`src/design/afbf_pkg.sv`:
```
// Package for the actuator feedback frame: indices, field layout, timing.
// Assumes a single 25 MHz clock domain shared by all users of the package.
package afbf_pkg;

   // Clock and timing
   localparam int unsigned CLOCK_HZ        = 25_000_000;
   localparam int unsigned TX_PERIOD_MS    = 100;
   localparam int unsigned STALL_TIME_MS   = 50;
   localparam int unsigned TX_PERIOD_CYC   = (CLOCK_HZ / 1000) * TX_PERIOD_MS;
   localparam int unsigned STALL_CYC       = (CLOCK_HZ / 1000) * STALL_TIME_MS;
   localparam int unsigned PERIOD_W        = 22;
   localparam int unsigned STALL_W         = 22;

   // Frame identifier
   localparam logic [10:0] TPDO_BASE_ID    = 11'h180;
   localparam int unsigned NODE_ID_W       = 7;

   // Object dictionary indices
   localparam logic [15:0] IDX_POSITION    = 16'h2200;
   localparam logic [15:0] IDX_CURRENT     = 16'h2201;
   localparam logic [15:0] IDX_SPEED       = 16'h2202;
   localparam logic [15:0] IDX_MOTION      = 16'h2204;
   localparam logic [15:0] IDX_FAULT       = 16'h2205;

   // Frame layout
   localparam int unsigned FRAME_BYTES     = 8;
   localparam logic [2:0]  BYTE_LAST       = 3'h7;
   localparam logic [2:0]  BYTE_FIRST      = 3'h0;
   localparam logic [7:0]  BYTE_UNUSED     = 8'h00;

   // Bit positions
   localparam int unsigned MOT_EXTEND_BIT  = 0;
   localparam int unsigned MOT_RETRACT_BIT = 1;
   localparam int unsigned MOT_SAT_BIT     = 2;
   localparam int unsigned ERR_FATAL_BIT   = 6;
   localparam int unsigned ERR_MEMORY_BIT  = 7;
   localparam int unsigned CTRL_ENABLE_BIT = 0;

   // Transmit sequencer states
   typedef enum logic [1:0] {
      AFBF_IDLE = 2'b00,
      AFBF_LOAD = 2'b01,
      AFBF_SEND = 2'b10
   } afbf_state_e;

endpackage

```
`src/design/afbf_frame.sv`:
```
// Actuator feedback frame assembler: builds and streams the status frame.
// Assumes sensor, motion and fault inputs come from logic on i_clock.
// A stream byte is taken at an edge where o_tx_valid and i_tx_ready are both high.
// Requests made while a frame is out merge into one later frame.
// Object reads answer one edge after the index, from values one edge old.
// Each frame is a snapshot: its fields do not change while it streams.
// Motion is locked out after a stall until the host drops its enable.
module afbf_frame
   import afbf_pkg::*;
#(
   parameter int unsigned TX_PERIOD    = TX_PERIOD_CYC,
   parameter int unsigned STALL_CYCLES = STALL_CYC
) (
   // Clock and reset
   input  wire logic                 i_clock,
   input  wire logic                 i_rst,

   // Node identity
   input  wire logic [NODE_ID_W-1:0] i_node_id,

   // Measured values
   input  wire logic [15:0]          i_position,
   input  wire logic [15:0]          i_current,
   input  wire logic [7:0]           i_speed,

   // Motion state
   input  wire logic                 i_extending,
   input  wire logic                 i_retracting,
   input  wire logic                 i_saturated,

   // Fault observation
   input  wire logic                 i_motor_driven,
   input  wire logic                 i_motion_seen,
   input  wire logic                 i_memory_corrupt,

   // Host control byte
   input  wire logic                 i_ctrl_valid,
   input  wire logic [7:0]           i_ctrl_byte,

   // Object dictionary read
   input  wire logic [15:0]          i_od_index,
   output logic [15:0]               o_od_data,
   output logic                      o_od_hit,

   // Frame stream
   input  wire logic                 i_tx_request,
   output logic                      o_tx_valid,
   input  wire logic                 i_tx_ready,
   output logic [10:0]               o_tx_cob_id,
   output logic [7:0]                o_tx_byte,
   output logic [2:0]                o_tx_byte_idx,
   output logic                      o_tx_last,

   // Motion control
   output logic                      o_motion_permit,
   output logic                      o_motion_start,
   output logic                      o_fatal_fault
);

   typedef struct packed {
      afbf_state_e         state;
      logic [PERIOD_W-1:0] period_cnt;
      logic                pending;
      logic [63:0]         frame;
      logic [2:0]          byte_idx;
      logic [10:0]         cob_id;
      logic [7:0]          tx_byte;
      logic                enable;
      logic [15:0]         position;
      logic [15:0]         current;
      logic [7:0]          speed;
      logic [7:0]          motion;
      logic [7:0]          fault;
      logic [15:0]         od_data;
      logic                od_hit;
   } afbf_frame_s;

   afbf_frame_s st_r;
   afbf_frame_s st_nxt;

   logic guard_fatal;
   logic guard_permit;
   logic guard_start;

   localparam logic [PERIOD_W-1:0] PERIOD_LIMIT = PERIOD_W'(TX_PERIOD - 1);

   // Lays the fields out, low byte of each word first
   function automatic logic [63:0] assemble(input logic [15:0] pos,
                                            input logic [15:0] cur,
                                            input logic [7:0]  spd,
                                            input logic [7:0]  mot,
                                            input logic [7:0]  err);
      logic [63:0] f;
      f = '0;
      f[7:0]   = pos[7:0];
      f[15:8]  = pos[15:8];
      f[23:16] = cur[7:0];
      f[31:24] = cur[15:8];
      f[39:32] = spd;
      f[47:40] = BYTE_UNUSED;
      f[55:48] = mot;
      f[63:56] = err;
      return f;
   endfunction

   // Picks one byte of the frame by its position
   function automatic logic [7:0] pick(input logic [63:0] f, input logic [2:0] idx);
      return f[{idx, 3'h0} +: 8];
   endfunction

   // A period tick is due when the timer reaches its limit
   function automatic logic period_due(input logic [PERIOD_W-1:0] cnt);
      return (cnt == PERIOD_LIMIT);
   endfunction

   // A frame is wanted on a host request or on a period tick
   function automatic logic frame_wanted(input logic                req,
                                         input logic [PERIOD_W-1:0] cnt);
      return req || period_due(cnt);
   endfunction

   // Streaming is under way while the sequencer sits in its send state
   function automatic logic in_send(input afbf_state_e s);
      return (s == AFBF_SEND);
   endfunction

   // The last byte of the frame is the error byte
   function automatic logic is_last(input logic [2:0] idx);
      return (idx == BYTE_LAST);
   endfunction

   // Byte position after the one just accepted
   function automatic logic [2:0] next_idx(input logic [2:0] idx);
      return idx + 3'h1;
   endfunction

   // Status frame identifier for this node
   function automatic logic [10:0] status_cob_id(input logic [NODE_ID_W-1:0] node);
      return TPDO_BASE_ID + 11'(node);
   endfunction

   // Motion byte: direction and saturation bits, the rest zero
   function automatic logic [7:0] motion_byte(input logic ext,
                                              input logic ret,
                                              input logic sat);
      logic [7:0] m;
      m                  = '0;
      m[MOT_EXTEND_BIT]  = ext;
      m[MOT_RETRACT_BIT] = ret;
      m[MOT_SAT_BIT]     = sat;
      return m;
   endfunction

   // Error byte: stall and memory faults, undefined bits zero
   function automatic logic [7:0] fault_byte(input logic fatal,
                                             input logic mem);
      logic [7:0] e;
      e                 = '0;
      e[ERR_FATAL_BIT]  = fatal;
      e[ERR_MEMORY_BIT] = mem;
      return e;
   endfunction

   // Object read decode: hit flag above the zero-extended value
   function automatic logic [16:0] od_lookup(input logic [15:0] obj,
                                             input logic [15:0] pos,
                                             input logic [15:0] cur,
                                             input logic [7:0]  spd,
                                             input logic [7:0]  mot,
                                             input logic [7:0]  err);
      logic [16:0] r;
      r = '0;
      case (obj)
         IDX_POSITION: r = {1'b1, pos};
         IDX_CURRENT:  r = {1'b1, cur};
         IDX_SPEED:    r = {1'b1, 8'h00, spd};
         IDX_MOTION:   r = {1'b1, 8'h00, mot};
         IDX_FAULT:    r = {1'b1, 8'h00, err};
         default: begin
            r = '0;
         end
      endcase
      return r;
   endfunction

   afbf_fault_guard #(
      .STALL_CYCLES (STALL_CYCLES)
   ) u_guard (
      .i_clock        (i_clock),
      .i_rst          (i_rst),
      .i_motor_driven (i_motor_driven),
      .i_motion_seen  (i_motion_seen),
      .i_enable       (st_r.enable),
      .o_fatal        (guard_fatal),
      .o_permit       (guard_permit),
      .o_start        (guard_start)
   );

   always_comb begin
      st_nxt = st_r;

      // Host control byte carries the motion enable
      if (i_ctrl_valid) begin
         st_nxt.enable = i_ctrl_byte[CTRL_ENABLE_BIT];
      end

      // Live object values, passed through without scaling or correction
      st_nxt.position = i_position;
      st_nxt.current  = i_current;
      st_nxt.speed    = i_speed;
      st_nxt.motion   = motion_byte(i_extending, i_retracting, i_saturated);
      st_nxt.fault    = fault_byte(guard_fatal, i_memory_corrupt);

      // Object dictionary read port
      {st_nxt.od_hit, st_nxt.od_data} = od_lookup(i_od_index, st_r.position, st_r.current,
                                                  st_r.speed, st_r.motion, st_r.fault);

      // Period timer and on-demand requests queue one frame
      if (period_due(st_r.period_cnt)) begin
         st_nxt.period_cnt = '0;
      end else begin
         st_nxt.period_cnt = st_r.period_cnt + 1'b1;
      end
      if (frame_wanted(i_tx_request, st_r.period_cnt)) begin
         st_nxt.pending = 1'b1;
      end

      case (st_r.state)
         AFBF_IDLE: begin
            // Wait for a queued frame
            if (st_r.pending) begin
               st_nxt.state = AFBF_LOAD;
            end
         end

         AFBF_LOAD: begin
            // Snapshot all fields so the frame is coherent
            st_nxt.frame    = assemble(st_r.position, st_r.current, st_r.speed,
                                       st_r.motion, st_r.fault);
            st_nxt.cob_id   = status_cob_id(i_node_id);
            st_nxt.byte_idx = BYTE_FIRST;
            st_nxt.tx_byte  = pick(st_nxt.frame, BYTE_FIRST);
            // A request arriving now is kept for the next frame
            st_nxt.pending  = frame_wanted(i_tx_request, st_r.period_cnt);
            st_nxt.state    = AFBF_SEND;
         end

         AFBF_SEND: begin
            // Each byte stands until the consumer takes it
            if (i_tx_ready) begin
               if (is_last(st_r.byte_idx)) begin
                  st_nxt.state = AFBF_IDLE;
               end else begin
                  st_nxt.byte_idx = next_idx(st_r.byte_idx);
                  st_nxt.tx_byte  = pick(st_r.frame, st_nxt.byte_idx);
               end
            end
         end
         default: begin
            st_nxt.state = AFBF_IDLE;
         end
      endcase
   end

   always_ff @(posedge i_clock or posedge i_rst) begin
      if (i_rst) begin
         st_r       <= '0;
         st_r.state <= AFBF_IDLE;
      end else begin
         st_r <= st_nxt;
      end
   end

   // Object read outputs
   assign o_od_data       = st_r.od_data;
   assign o_od_hit        = st_r.od_hit;

   // Stream outputs
   assign o_tx_valid      = in_send(st_r.state);
   assign o_tx_cob_id     = st_r.cob_id;
   assign o_tx_byte       = st_r.tx_byte;
   assign o_tx_byte_idx   = st_r.byte_idx;
   assign o_tx_last       = in_send(st_r.state) && is_last(st_r.byte_idx);

   // Motion outputs
   assign o_motion_permit = guard_permit;
   assign o_motion_start  = guard_start;
   assign o_fatal_fault   = guard_fatal;

endmodule

```
`src/design/afbf_fault_guard.sv`:
```
// Stall detection and motion lockout for the actuator feedback frame.
// Assumes drive, motion and enable inputs are synchronous to i_clock.
module afbf_fault_guard
   import afbf_pkg::*;
#(
   parameter int unsigned STALL_CYCLES = STALL_CYC
) (
   // Clock and reset
   input  wire logic i_clock,
   input  wire logic i_rst,
   // Motor observation
   input  wire logic i_motor_driven,
   input  wire logic i_motion_seen,
   // Host enable level
   input  wire logic i_enable,
   // Results
   output logic      o_fatal,
   output logic      o_permit,
   output logic      o_start
);

   typedef struct packed {
      logic [STALL_W-1:0] stall_cnt;
      logic               fatal;
      logic               lockout;
      logic               permit;
      logic               start;
   } afbf_guard_s;

   afbf_guard_s st_r;
   afbf_guard_s st_nxt;

   localparam logic [STALL_W-1:0] STALL_LIMIT = STALL_W'(STALL_CYCLES - 1);

   always_comb begin
      st_nxt = st_r;
      // Driving the motor with no motion seen counts toward a stall
      if (i_motor_driven && !i_motion_seen) begin
         if (st_r.stall_cnt != STALL_LIMIT) begin
            st_nxt.stall_cnt = st_r.stall_cnt + 1'b1;
         end
      end else begin
         st_nxt.stall_cnt = '0;
      end
      // Host dropping enable releases the lockout and fault
      if (!i_enable) begin
         st_nxt.lockout = 1'b0;
         st_nxt.fatal   = 1'b0;
      end
      // A new stall wins over a release in the same cycle
      if (i_motor_driven && !i_motion_seen && st_r.stall_cnt == STALL_LIMIT) begin
         st_nxt.fatal   = 1'b1;
         st_nxt.lockout = 1'b1;
      end
      st_nxt.permit = i_enable && !st_nxt.lockout;
      st_nxt.start  = st_nxt.permit && !st_r.permit;
   end

   always_ff @(posedge i_clock or posedge i_rst) begin
      if (i_rst) begin
         st_r <= '0;
      end else begin
         st_r <= st_nxt;
      end
   end

   assign o_fatal  = st_r.fatal;
   assign o_permit = st_r.permit;
   assign o_start  = st_r.start;

endmodule

```
`config.mk`:
```
export PLATFORM = sky130hd
export DESIGN_NAME = afbf_frame
export DESIGN_NICKNAME = d
export VERILOG_FILES = /design/src/design/afbf_pkg.sv /design/src/design/afbf_frame.sv /design/src/design/afbf_fault_guard.sv
export SDC_FILE = /design/constraint.sdc
export NUM_CORES = 1
export LEC_CHECK = 0
export BUFFER_PORTS_ARGS = -buffer_cell sky130_fd_sc_hd__clkbuf_2
export CORE_MARGIN = 2
export CORE_UTILIZATION = 44
export CTS_CLUSTER_SIZE = 24
export DETAILED_ROUTE_END_ITERATION = 10
export PLACE_DENSITY_LB_ADDON = 0.3
export SYNTH_ARGS = -nofsm -noshare
export SYNTH_HDL_FRONTEND = slang
export SYNTH_HIERARCHICAL = 1
export SYNTH_SLANG_ARGS = --single-unit
export TNS_END_PERCENT = 1
```
`constraint.sdc`:
```
create_clock -name i_clock -period 14.6 [get_ports i_clock]
set_input_delay 2.19 -clock i_clock [delete_from_list [all_inputs] [get_ports i_clock]]
set_output_delay 2.19 -clock i_clock [all_outputs]
set_load 0.05 [all_outputs]
```
# Word level (Yosys, flattened, before mapping)
# Cells that the tools add are included.
[totals]
regBits = 181
out_inout_bits = 44
[op_classes]
eq_ne = 17
n_mux = 18
add_sub_neg = 4
reduce_logical = 14
shift = 1
[ops]
columns = ["cell", "count"]
rows = [
  ["$pmux 17 s5", 1],
  ["$eq 16x14->1 const B", 5],
  ["$mux 22", 3],
  ["$mux 65", 1],
  ["$shiftx 64x7->8", 1],
  ["$add 22x1->22 const B", 2],
  ["$eq 22x21->1 const B", 1],
  ["$eq 22x22->1 const B", 1],
  ["$ne 22x21->1 const B", 1],
  ["$mux 8", 2],
  ["$pmux 8 s2", 1],
  ["$add 9x7->10 const A", 1],
  ["$mux 2", 5],
  ["$ne 2x1->1 const B", 4],
  ["$mux 3", 2],
  ["$pmux 2 s3", 1],
  ["$pmux 3 s2", 1],
  ["$reduce_and 3->1", 2],
  ["$logic_and 1x1->1", 5],
  ["$ne 2x2->1 const B", 2],
  ["$reduce_bool 2->1", 2],
  ["$add 3x1->3 const B", 1],
  ["$eq 3x3->1 const B", 1],
  ["$logic_not 1->1", 3],
  ["5 further kinds", 5],
]

# Depth between registers and ports, before layout
# Gate-level depths: netlist (run 1).
[depth]
ltp_word = 7
mapped_depth = 6
depth_no_buf = 6

# By module
# Netlist (run 1), hierarchy kept.
[modules_own_cells]
columns = ["module", "area_each_um2", "instances", "seq_area_each_um2", "cells_per_inst"]
rows = [
  ["afbf_frame", 6372.4, 1, 3803.6, 586],
  ["afbf_fault_guard", 1325.0, 1, 650.6, 137],
]

# Worst setup path before layout (run 1)
# No wires, ideal clock.
[synth_path]
path_kind = "register -> output"
start = "register st_r[183] (netlist bit)"
end = "output o_tx_last"
n_path_buf = 1
slack_ns = 10.978
path_stages_with_launch = 5
arrival_time_ns = 1.432
t_required_ns = 12.410
path_cell_list = "dfrtp_1 > nand2b_1 > clkbuf_1 > inv_2 > and2_1"
[synth_via]
elab_chain_len = 2
[synth_lines]
columns = ["item", "line_no", "rtl"]
rows = [
  ["from (decl)", "afbf_frame.sv:78", "afbf_frame_s st_r;"],
  ["from (signal assigned)", "afbf_frame.sv:270", "st_r <= st_nxt;"],
  ["$eq 2x2->1", "n/a", ""],
  ["named net o_tx_valid", "afbf_frame.sv:47", "output logic o_tx_valid,"],
  ["$logic_and 1x1->1", "afbf_frame.sv:283", "assign o_tx_last = in_send(st_r.state) && is_last(st_r.byte_idx);"],
  ["to (decl)", "afbf_frame.sv:52", "output logic o_tx_last,"],
]
# The timed path passes the listed nets, and every way through them passes these cells.

# Worst setup path after layout (run 1)
[layout_path]
start = "register st_r[183] (netlist bit)"
end = "output o_tx_last"
[layout_via]
elab_chain_len = 2
[layout_lines]
columns = ["item", "line_no", "rtl"]
rows = [
  ["$eq 2x2->1", "afbf_frame.sv:124", "return (s == AFBF_SEND);"],
  ["$logic_and 1x1->1", "afbf_frame.sv:283", ""],
]
# Every way passes these cells.

==> results.txt, run 1 <==
The routed design could run at a clock period as short as 4040 ps. The final standard cell utilization of the core came out at 50.9%. Entering global routing, the biggest net connects 80 pins. During synthesis, Yosys emitted a total of 6 warnings. The post-cts resize count is 0. In this run the mean area of a mapped cell was 10.6 sq um. The overflow left after global routing came out at 0. In this run, post-CTS hold repair placed 0 buffers. The clock network power share came out at 28.6%. The count of buffers inserted at the top-level ports is 116.

The worst-case headroom to the max-slew limit came out at 30.4%. The switching part of the total power came out at 35.7%. The portion of the post-synthesis area used by sequential elements is 57.9%. Dividing the detail-routed via count by the number of cells gives 5.21. The flip-flop and latch count after synthesis came out at 178. The biggest fanout along the worst timing path is 9. The pre-CTS setup slack is 10450 ps. The worst setup path category is flop to output pin. The overall global routing resource usage came out at 18.7%.

Once placement completed, the tool counted placed cells totaling 998. The post-layout worst setup margin is 10560 ps. The global-route wire length before repair is 26300 microns. The static leakage is 4.24 nW. The post-synthesis cell type count is 63. The max-slew violation count came out at 0. The repair_antennas step left the layout with diodes totalling 0.

Routability-driven placement finished with a final weighted congestion of 0.815. The total of endpoints with negative setup slack in the final report came out at 0. For this run, the post-layout net count is 878.

The number of buffers created by CTS came out at 17. The first detailed-routing pass ran for 4 iterations. The cell-internal power is 0.000983 W. In the final routed layout, each cell accounts on average for 16.0 microns.

The gate count after technology mapping is 723. Data on the critical path is required at its endpoint by 12410 ps. At the pin with the least slew margin, the transition time is 1040 ps. The total power is 0.00153 W. The fraction of power consumed by sequential logic came out at 41.9%. The final route contains 5363 vias. The core outline area is 17200 sq um.

The number of max-cap violations is 0. The number of H-tree branching levels came out at 4. The flow ran to the end, and the final reports show no timing, DRC or antenna violations. The fraction of final layout cells sized beyond drive strength 1 came out at 22.9%. The most numerous cell in the Yosys netlist is sky130_fd_sc_hd__nand2_1. The combinational share of power is 29.5%. The area share of the leading cell type in the synthesized netlist is 57.9%. The maximum VDD drop is 0.000123 V. The clock latency on the worst-skew pair came out at 430 ps. The largest area contributor in the netlist is sky130_fd_sc_hd__dfrtp_1. The count of filler cells inserted in the layout is 1594. The type of the worst min-delay path is flop to flop. Counting every sink on the clock net gives 178. The maximum clock frequency is 0.248 GHz. The number of buffers on the longest clock path is 2.

STA classifies the critical path startpoint as a flop. The commonest cells after synthesis are 193 x sky130_fd_sc_hd__nand2_1, 178 x sky130_fd_sc_hd__dfrtp_1, 40 x sky130_fd_sc_hd__buf_4. In this run the power density over the cells is 175 nW/um^2.

The arrival time at the worst endpoint came out at 1850 ps. The analysis attributes to net switching a power of 0.000545 W. The cell area after technology mapping is 7700 sq um.

The final routed DRC violation total came out at 0. The kind of capture point of the worst setup path is an output pin. The chip width is 136 microns. The number of global-route vias before repair came to 5138. The final total negative setup slack came out at 0 ps. The finished layout holds 1030 standard cells, fillers aside. The number of enable flip-flop cells after synthesis came out at 0. Setup repair after global routing left no endpoint under its margin. The initial utilization of the core area, before any placement, comes to 44.8%.

The async set-reset flop share out of synthesis came out at 100%. From bottom edge to top edge, the die measures 136 microns. The number of standard-cell rows in the floorplan came out at 48. The top-level port count came out at 126. After synthesis, the cell types taking the most area are sky130_fd_sc_hd__dfrtp_1 58%, sky130_fd_sc_hd__nand2_1 9.4%, sky130_fd_sc_hd__buf_4 3.9%.

Clock tree synthesis selected as its root buffer the cell sky130_fd_sc_hd__clkbuf_16. On the final layout, the worst clock skew is 9.31 ps. The area growth from synthesis to layout is 13.7%. The violation count after the first detailed-routing iteration came out at 349. In the synthesized netlist the dominant register cell turns out to be sky130_fd_sc_hd__dfrtp_1. The detail route stage leaves a number of antenna-violating nets equal to 0. The overall die area came out at 18600 sq um. The number of hold-slack violations in the final timing report is 0. The number of antenna violations at the first check in global routing is 0. Detailed placement ended at an HPWL of 11200 microns.

The period utilization is 27.7%. The final wirelength is 16500 microns. After clock tree synthesis, the clock-pin slew on the worst setup and hold paths is 60 ps. The post-CTS setup repair buffer count is 0. TritonCTS built the clock tree.
==> per-stage QoR <==
| step | hold WS, ps | instance area [sq um] |
|---|---|---|
| 2_1_floorplan | 438 | 7700 |
| 3_3_place_gp | 397 | 8180 |
| 3_5_place_dp | 406 | 8180 |
| 4_1_cts | 423 | 8750 |
| 5_1_grt | 439 | 8750 |
| 6_report | 415 | 8750 |
==> registers in the layout, summed over array words and instances, names as in the netlist <==
name	count
o_od_data	16
o_od_hit	1
o_tx_byte	8
o_tx_byte_idx	3
o_tx_cob_id	8
st_r	116
u_guard/o_fatal	1
u_guard/o_permit	1
u_guard/o_start	1
u_guard/st_r	23
==> worst max-delay path, cell delays in order (launching register included) <==
cell                       delay [ps]
sky130_fd_sc_hd__dfrtp_1          420
sky130_fd_sc_hd__nand2b_1         350
sky130_fd_sc_hd__inv_2            240
sky130_fd_sc_hd__and2_1           150
sky130_fd_sc_hd__clkbuf_2         270
==> power groups by stage <==
| stage | logic [W] | registers (W) | clock network [W] |
|---|---|---|---|
| floorplan | 0.000389 | 0.000633 | 0 |
| global placement | 0.000448 | 0.000647 | 0 |
| detailed placement | 0.000454 | 0.000649 | 0 |
| CTS | 0.000456 | 0.000641 | 0.000450 |
| global route | 0.000498 | 0.000652 | 0.000469 |
| finish | 0.000451 | 0.000640 | 0.000437 |
==> per-layer routing <==
| layer | vias to the layer above | global-route usage (%) | wire length, microns |
|---|---|---|---|
| met1 | 2628 | 25.3 | 7390 |
| li1 | 2568 | - | - |
| met5 | - | 0 | 0 |
| met4 | 0 | 6.37 | 251 |
| met2 | 151 | 29.4 | 7850 |
| met3 | 16 | 4.66 | 957 |
==> cell families after synthesis <==
| logic type | Yosys count | share of synthesized area [%] |
|---|---|---|
| and+or+nand+nor | 336 | 21.0 |
| DFF | 178 | 57.9 |
| buffers and inverters | 78 | 6.00 |
| AOI/OAI and AO/OA | 68 | 5.92 |
| muxes | 32 | 5.53 |
| xor gates and xnor gates | 26 | 2.96 |
| adders and majority gates | 4 | 0.650 |
| other | 1 | 0.0487 |
==> cell usage in the layout, fill, tap and decap left out, drive strengths merged, types with 3 or more instances in the layout <==
master	n
o21ai	18
and3	5
nand3	17
a211o	3
nand4	18
a21oi	15
nor2b	11
nor3	14
o31ai	3
mux4	8
clkinvlp	3
mux2	4
or3	5
ha	4
o22ai	5
clkinv	5
o211ai	3
and4	5
buf	6
or4	6
nor4	7
nor2	32
nand2	193
dfrtp	178
a221o	3
a311oi	6
xnor2	14
nor4bb	3
mux2i	20
nand2b	6
clkbuf	135
inv	9
xor2	12
==> path summary, 6_finish.rpt <==
kind,start,end,slack [ps],cells after the start
hold / removal,u_guard/o_fatal,st_r[23],420,0
setup / recovery,st_r[183],o_tx_last,10560,4
setup reg to reg,o_tx_byte_idx[1],o_tx_byte[3],12400,5
hold reg to reg,u_guard/o_fatal,st_r[23],420,0
min in group asynchronous,i_rst,o_od_data[5],1880,2
max in group asynchronous,i_rst,st_r[116],11320,3
==> area by class of cell <==
cell class	instances	area [sq um]	share of cell area [%]
flip-flops and latches	178	4450	50.9
multi-input cells	468	2800	31.9
clock inverters	13	126	1.44
repair buffers	122	626	7.15
inverters	5	23.8	0.272
clock buffers	19	443	5.06
well taps	225	282	3.22
(Power assumes the default switching activity.)
==> run 2: changes to the inputs <==
Clock period 14.6 ns to 3.32 ns, I/O delays scaled along.
==> results.txt, run 2 (synthesis gave the netlist of run 1 again) <==
The count of filler cells inserted in the layout is 1558 (-2.3%). The worst setup path is captured at an output pin. The post-CTS setup repair buffer count came out at 0 (unchanged).

The largest delay contributor family on the critical path is simple AND/OR/NAND/NOR gates. The data required time of the worst path was 2820 ps (-9590 ps). The violation count after the first detailed-routing iteration came out at 393 (+13%). The total buffers and inverters traversed by the critical path is 2 (unchanged). The clock latency on the worst-skew pair came to 430 ps (about the same). The detailed-placement wirelength estimate came out at 11100 microns (-0.22%).

The worst hold path begins at i_position[14]. The number of H-tree branching levels came out at 4 (unchanged). The number of standard-cell rows in the floorplan is 48 (unchanged). The power density of the placed cells came out at 794 nW/um^2 (+350%). The final design area excluding fillers came out at 8850 sq um (+1.2%). The worst-case headroom to the max-slew limit came out at 33.5% (+3.1 points). The tree is rooted in a sky130_fd_sc_hd__clkbuf_16. The final routed DRC violation total is 0 (unchanged).

For this design, the slowest cell found on the critical path is sky130_fd_sc_hd__dfrtp_1. The die boundary height is 136 microns (unchanged). The worst setup path is launched from a flop. The number of buffers created by CTS came out at 17 (unchanged).

The post-cts resize count is 0 (unchanged). The count of hold buffers inserted by post-cts repair is 1 (+1). The area added between synthesis and finish came out at 15.0%. The global-route wire length before repair came to 26600 microns (+1.1%). The largest net degree at the start of global routing was 145 (+81%). The arrival time at the worst endpoint is 1870 ps (+20 ps).

The layer with the highest usage is met2. The most common library cell in the layout ignoring fill and taps is sky130_fd_sc_hd__nand2_1. The period utilization is 71.2%.

The overflow left after global routing is 0 (unchanged). The clock tree from TritonCTS is done. The count of buffers inserted at the top-level ports came to 116 (unchanged).

The chip width is 136 microns (unchanged). The final total negative setup slack is 0 ps (unchanged). The fraction of final layout cells sized beyond drive strength 1 came to 23.0% (+0.096 points). The net total in the final layout came to 879 (+0.11%). The starting density of the core is 44.8% (unchanged). The count of antenna diodes in the layout is 0 (unchanged). The core outline area was 17200 sq um (unchanged). The static leakage is 4.28 nW (+1.1%). The top cell types in the final layout, fill and taps aside, are 193 x sky130_fd_sc_hd__nand2_1, 178 x sky130_fd_sc_hd__dfrtp_1, 116 x sky130_fd_sc_hd__clkbuf_2. The global routing met3 resource utilization came to 5.18% (+0.52 points). The number of buffers on the longest clock path came out at 2 (unchanged). The smallest clock period supported by the final layout is computed as 2360 ps. The biggest fanout along the worst timing path was 9 (unchanged).

The met1 layer usage reported by global route was 25.6% (+0.30 points). The number of clock sinks was 178 (unchanged). The final routed wire length divided by cell count came to 16.0 microns (+0.30%). The number of global-route vias before repair was 5249 (+2.2%). The total iterations of the first detailed-routing run came out at 5 (+1).

The top-level port count is 126 (unchanged). The number of max-cap violations is 0 (unchanged). The total of endpoints with negative setup slack in the final report is 0 (unchanged). The routability congestion estimate from global placement came out at 0.823 (+1.0%). Ranked by flip-flop count, first place goes to st_r. The maximum VDD drop is 0.000631 V (+410%). The max-slew violation count came out at 0 (unchanged). The flip-flop count of the largest register after layout is 116 (unchanged). The number of hold-slack violations in the final timing report is 0 (unchanged).

Tracing the worst setup path back leads to its startpoint at st_r[183]. The remaining number of nets flagged by the antenna check after routing is 0 (unchanged). The run finished with clean final reports. The worst register-to-register path begins at o_tx_byte_idx[1]. The tightest min-delay check is of the input pin to flop type. Setup repair after global routing left no endpoint under its margin. Walking the worst path, the cells encountered are nand2b_1 -> inv_2 -> and2_1 -> clkbuf_2. The worst setup path category is flop to output pin.

The post-place instance area is 8190 sq um (+0.14%). The clock-pin slew on the worst setup and hold paths came to 70 ps (about the same). The slew at the pin closest to its max-slew limit came out at 997 ps (-45.9 ps). The maximum clock frequency came out at 0.423 GHz. The post-detailed-route via-to-cell ratio is 5.19 (-0.23%). The number of antenna violations at the first check in global routing is 0 (unchanged). The clock tree skew after final layout was 15.2 ps (+5.85 ps). The routing usage on met2 came to 29.7% (+0.25 points). The biggest cell delay along the critical path came out at 430 ps (about the same). The vias after detailed routing came to 5356 (-0.13%).

The overall global routing resource usage is 18.8% (+0.13 points). The total power came out at 0.00703 W (+360%). The overall die area was 18600 sq um (unchanged).

The final wirelength is 16500 microns (+0.40%).
==> run 2: cell types whose count changed in the layout (fill, tap and decap cells not counted), sizes merged <==
cell	change
bufinv	+4
clkbuf	-2
clkinv	-2
dlygate4sd3	+1
==> run 2: final timing paths <==
kind	to	slack (ps)	cells past startpoint
worst max-delay path	o_tx_last	960	4
worst min-delay path	st_r[71]	170	1
worst max register to register	o_tx_byte[5]	1120	5
worst min register to register	st_r[23]	420	0
max in group asynchronous	st_r[166]	1760	4
min in group asynchronous	st_r[47]	540	3
==> run 2: stage by stage <==
stage | setup slack, ps | std cells | hold WS, ps | util, %
4_1_cts | 934 | 1031 | 159 | 51.5
5_1_grt | 852 | 1031 | 148 | 51.5
3_5_place_dp | 908 | 998 | 410 | 47.7
2_1_floorplan | 905 | 724 | 438 | -
3_3_place_gp | 966 | 998 | 402 | 47.7
6_report | 957 | 1031 | 170 | 51.5
==> run 2: worst reg2reg max path, stage by stage (launching register included) <==
cell and delay (ps):
sky130_fd_sc_hd__dfrtp_1 400, sky130_fd_sc_hd__ha_1 720, sky130_fd_sc_hd__mux4_2 420, sky130_fd_sc_hd__nor2b_1 150, sky130_fd_sc_hd__a311oi_1 290, sky130_fd_sc_hd__o21ai_1 110
==> run 2: metal layers <==
layer / routed length, microns / up-vias
li1: - / 2579
met1: 7600 / 2605
met2: 7830 / 159
met3: 910 / 13
met4: 172 / 0
met5: 0 / -
==> run 2: cell type report <==
type / count / area (sq um) / share of cell area [%]
clock buffers: 17 / 425 / 4.80
clock inverters: 15 / 226 / 2.56
inverters: 5 / 22.5 / 0.254
multi-input cells: 468 / 2800 / 31.6
flip-flops and latches: 178 / 4450 / 50.3
well taps: 225 / 282 / 3.18
repair buffers: 123 / 648 / 7.32
==> run 2: where the power goes <==
group          switching [W]  internal [W]
clock network       0.000864       0.00135
logic                0.00131      0.000679
registers           0.000246       0.00258
==> run 3: changes to the inputs <==
Clock period 3.32 ns to 2.4 ns, I/O delays scaled along.
==> results.txt, run 3 (synthesis gave the netlist of run 1 again) <==
The data required time of the worst path is 2750 ps (-70 ps). The switching part of the total power is 36.5% (+2.1 points). The placed cell count came out at 1006 (+0.80%). The number of buffers on the longest clock path was 2 (unchanged). The endpoint with the worst hold slack is st_r[55]. The area added between synthesis and finish came out at 14.9%.

The starting density of the core was 44.8% (unchanged). The routability congestion estimate from global placement came to 0.820 (-0.38%). The final routed DRC violation total is 0 (unchanged). The worst-case headroom to the max-slew limit is 58.5% (+25 points). The clock-pin slew on the worst setup and hold paths came out at 70 ps (about the same). The largest net degree at the start of global routing is 98 (-32%).

Leaving out fill and tap cells, the most frequent cell in the layout is sky130_fd_sc_hd__nand2_1. The total power came out at 0.00935 W (+33%). The static leakage came out at 4.29 nW (+0.22%). The number of standard cells in the final layout excluding fillers came to 1039 (+0.78%). The path depth of the worst reg2reg path came out at 6 (+1).

In this run the critical register-to-register path is captured at o_tx_byte[6]. The final standard cell utilization of the core is 51.5% (-0.066 points). The post-detailed-route via-to-cell ratio is 5.15 (-0.77%). The total of endpoints with negative setup slack in the final report came to 0 (unchanged). The vias after detailed routing is 5356 (unchanged).

The min-delay analysis places its worst path in the category input pin to flop. The run finished with clean final reports. The post-CTS setup repair buffer count came out at 0 (unchanged).

The clock network power share came out at 28.3% (-3.2 points). The cell-internal power is 0.00594 W (+29%). The number of max-cap violations came out at 0 (unchanged).

The final total negative setup slack came out at 0 ps (unchanged). STA classifies the critical path startpoint as a flop. The count of filler cells inserted in the layout is 1564 (+0.39%). The number of antenna violations at the first check in global routing came to 0 (unchanged). The start point of the worst hold path is i_current[14]. The worst hold slack came out at 30.6 ps (-140 ps).

The number of buffers created by CTS came out at 17 (unchanged). The clock tree from TritonCTS is done. The power density of the placed cells was 1060 nW/um^2 (+33%).

The detailed-placement wirelength estimate is 11300 microns (+1.6%). By startpoint and endpoint, the worst setup path is classified as flop to flop. The arrival time at the worst endpoint came out at 2450 ps (+580 ps). The fraction of final layout cells sized beyond drive strength 1 came out at 23.7% (+0.76 points). The total iterations of the first detailed-routing run came out at 4 (-1). The biggest fanout along the worst timing path is 9 (unchanged). In the layout the commonest cells are 193 x sky130_fd_sc_hd__nand2_1, 178 x sky130_fd_sc_hd__dfrtp_1, 116 x sky130_fd_sc_hd__clkbuf_2. The violation count after the first detailed-routing iteration came to 396 (+0.76%).

The maximum VDD drop came to 0.000791 V (+25%). The net switching power figure came to 0.00341 W (+41%). The flip-flop count of the largest register after layout came out at 116 (unchanged). The register with the most flip-flops is st_r. The kind of capture point of the worst setup path is a flop. The net total in the final layout came out at 887 (+0.91%). The chip width is 136 microns (unchanged).

The maximum clock frequency is 0.478 GHz. The worst reg-to-reg setup slack came out at 310 ps (-810 ps). The clock latency on the worst-skew pair came out at 430 ps (about the same). The slew at the pin closest to its max-slew limit is 622 ps (-375 ps). The clock tree skew after final layout is 10.1 ps (-5.04 ps).

The final wirelength came to 16500 microns (-0.32%). The root buffer cell chosen for the clock tree is sky130_fd_sc_hd__clkbuf_16. The global-route wire length before repair is 26900 microns (+0.93%). The count of buffers inserted at the top-level ports came out at 116 (unchanged). The remaining number of nets flagged by the antenna check after routing came to 0 (unchanged). The overflow left after global routing came out at 0 (unchanged).

The combinational share of power came out at 30.0% (+1.7 points). The fraction of power consumed by sequential logic came out at 41.7% (+1.4 points). The period utilization came out at 87.2%. The final routed wire length divided by cell count came out at 15.8 microns (-1.1%). The overall global routing resource usage came out at 18.9% (+0.071 points).

The max-slew violation count is 0 (unchanged). The number of clock sinks is 178 (unchanged). The count of antenna diodes in the layout came out at 0 (unchanged).

The number of standard-cell rows in the floorplan is 48 (unchanged). The top-level port count came out at 126 (unchanged). The number of hold-slack violations in the final timing report is 0 (unchanged). The number of H-tree branching levels is 4 (unchanged). The worst register-to-register path begins at o_tx_byte_idx[1].

The number of global-route vias before repair was 5172 (-1.5%). The count of cells along the worst hold path is 1 (unchanged). The die boundary height is 136 microns (unchanged). The core outline area was 17200 sq um (unchanged).

Setup repair after global routing left no endpoint under its margin. The overall die area is 18600 sq um (unchanged). The clock period minus final worst setup slack came out at 2090 ps.
-- run 3: cell type report --
class                           count  area (sq um)  share of cell area, %
Multi-Input combinational cell    468          2800                   31.6
Sequential cell                   178          4450                   50.4
Inverter                            5          22.5                  0.255
Tap cell                          225           282                   3.18
Clock inverter                     15           143                   1.61
Timing Repair Buffer              131           721                   8.15
Clock buffer                       17           425                   4.81
-- run 3: stage by stage --
step,instance area (sq um),setup WS (ps)
after global routing,8840,136
after floorplan,7700,123
after detailed placement,8260,299
after CTS,8840,303
after global placement,8260,318
final,8840,307
-- run 3: per-layer routing --
layer  track usage [%]  share of wire (%)
met1              25.9                 45
met2              29.3                 47
met3              5.74                6.3
met4              5.09                1.1
met5                 0                  0
-- run 3: worst max-delay path: stages (launching register included) --
cell	delay (ps)
sky130_fd_sc_hd__dfrtp_1	410
sky130_fd_sc_hd__ha_1	470
sky130_fd_sc_hd__buf_4	250
sky130_fd_sc_hd__and2b_1	320
sky130_fd_sc_hd__a21oi_1	100
sky130_fd_sc_hd__a211o_1	300
sky130_fd_sc_hd__a2bb2oi_1	150
-- run 3: repair_timing --
| action | in CTS | in global routing |
|---|---|---|
| endpoints found under the setup margin | 0 | 0 |
| endpoints found under the hold margin | 33 | 0 |
| hold buffers | 1 | 0 |
| resized for setup | 0 | 0 |
-- run 3: power groups by stage --
stage / logic, W / registers [W] / clock network (W)
final: 0.00280 / 0.00390 / 0.00265
after global routing: 0.00311 / 0.00397 / 0.00286
after detailed placement: 0.00282 / 0.00396 / 0
after floorplan: 0.00236 / 0.00385 / 0
after global placement: 0.00278 / 0.00395 / 0
after CTS: 0.00284 / 0.00391 / 0.00272
-- run 3: worst max path at each step --
| stage | startpoint | slack [ps] | endpoint | cells past startpoint |
|---|---|---|---|---|
| 2_1_floorplan | i_rst | 120 | o_od_data[0] | 1 |
| 3_3_place_gp | u_guard/st_r[22] | 320 | u_guard/st_r[7] | 4 |
| 3_5_place_dp | u_guard/st_r[22] | 300 | u_guard/st_r[7] | 4 |
| 4_1_cts | u_guard/st_r[22] | 300 | u_guard/st_r[7] | 4 |
| 5_1_grt | u_guard/st_r[22] | 140 | u_guard/st_r[5] | 4 |
| 6_report | o_tx_byte_idx[1] | 310 | o_tx_byte[6] | 6 |
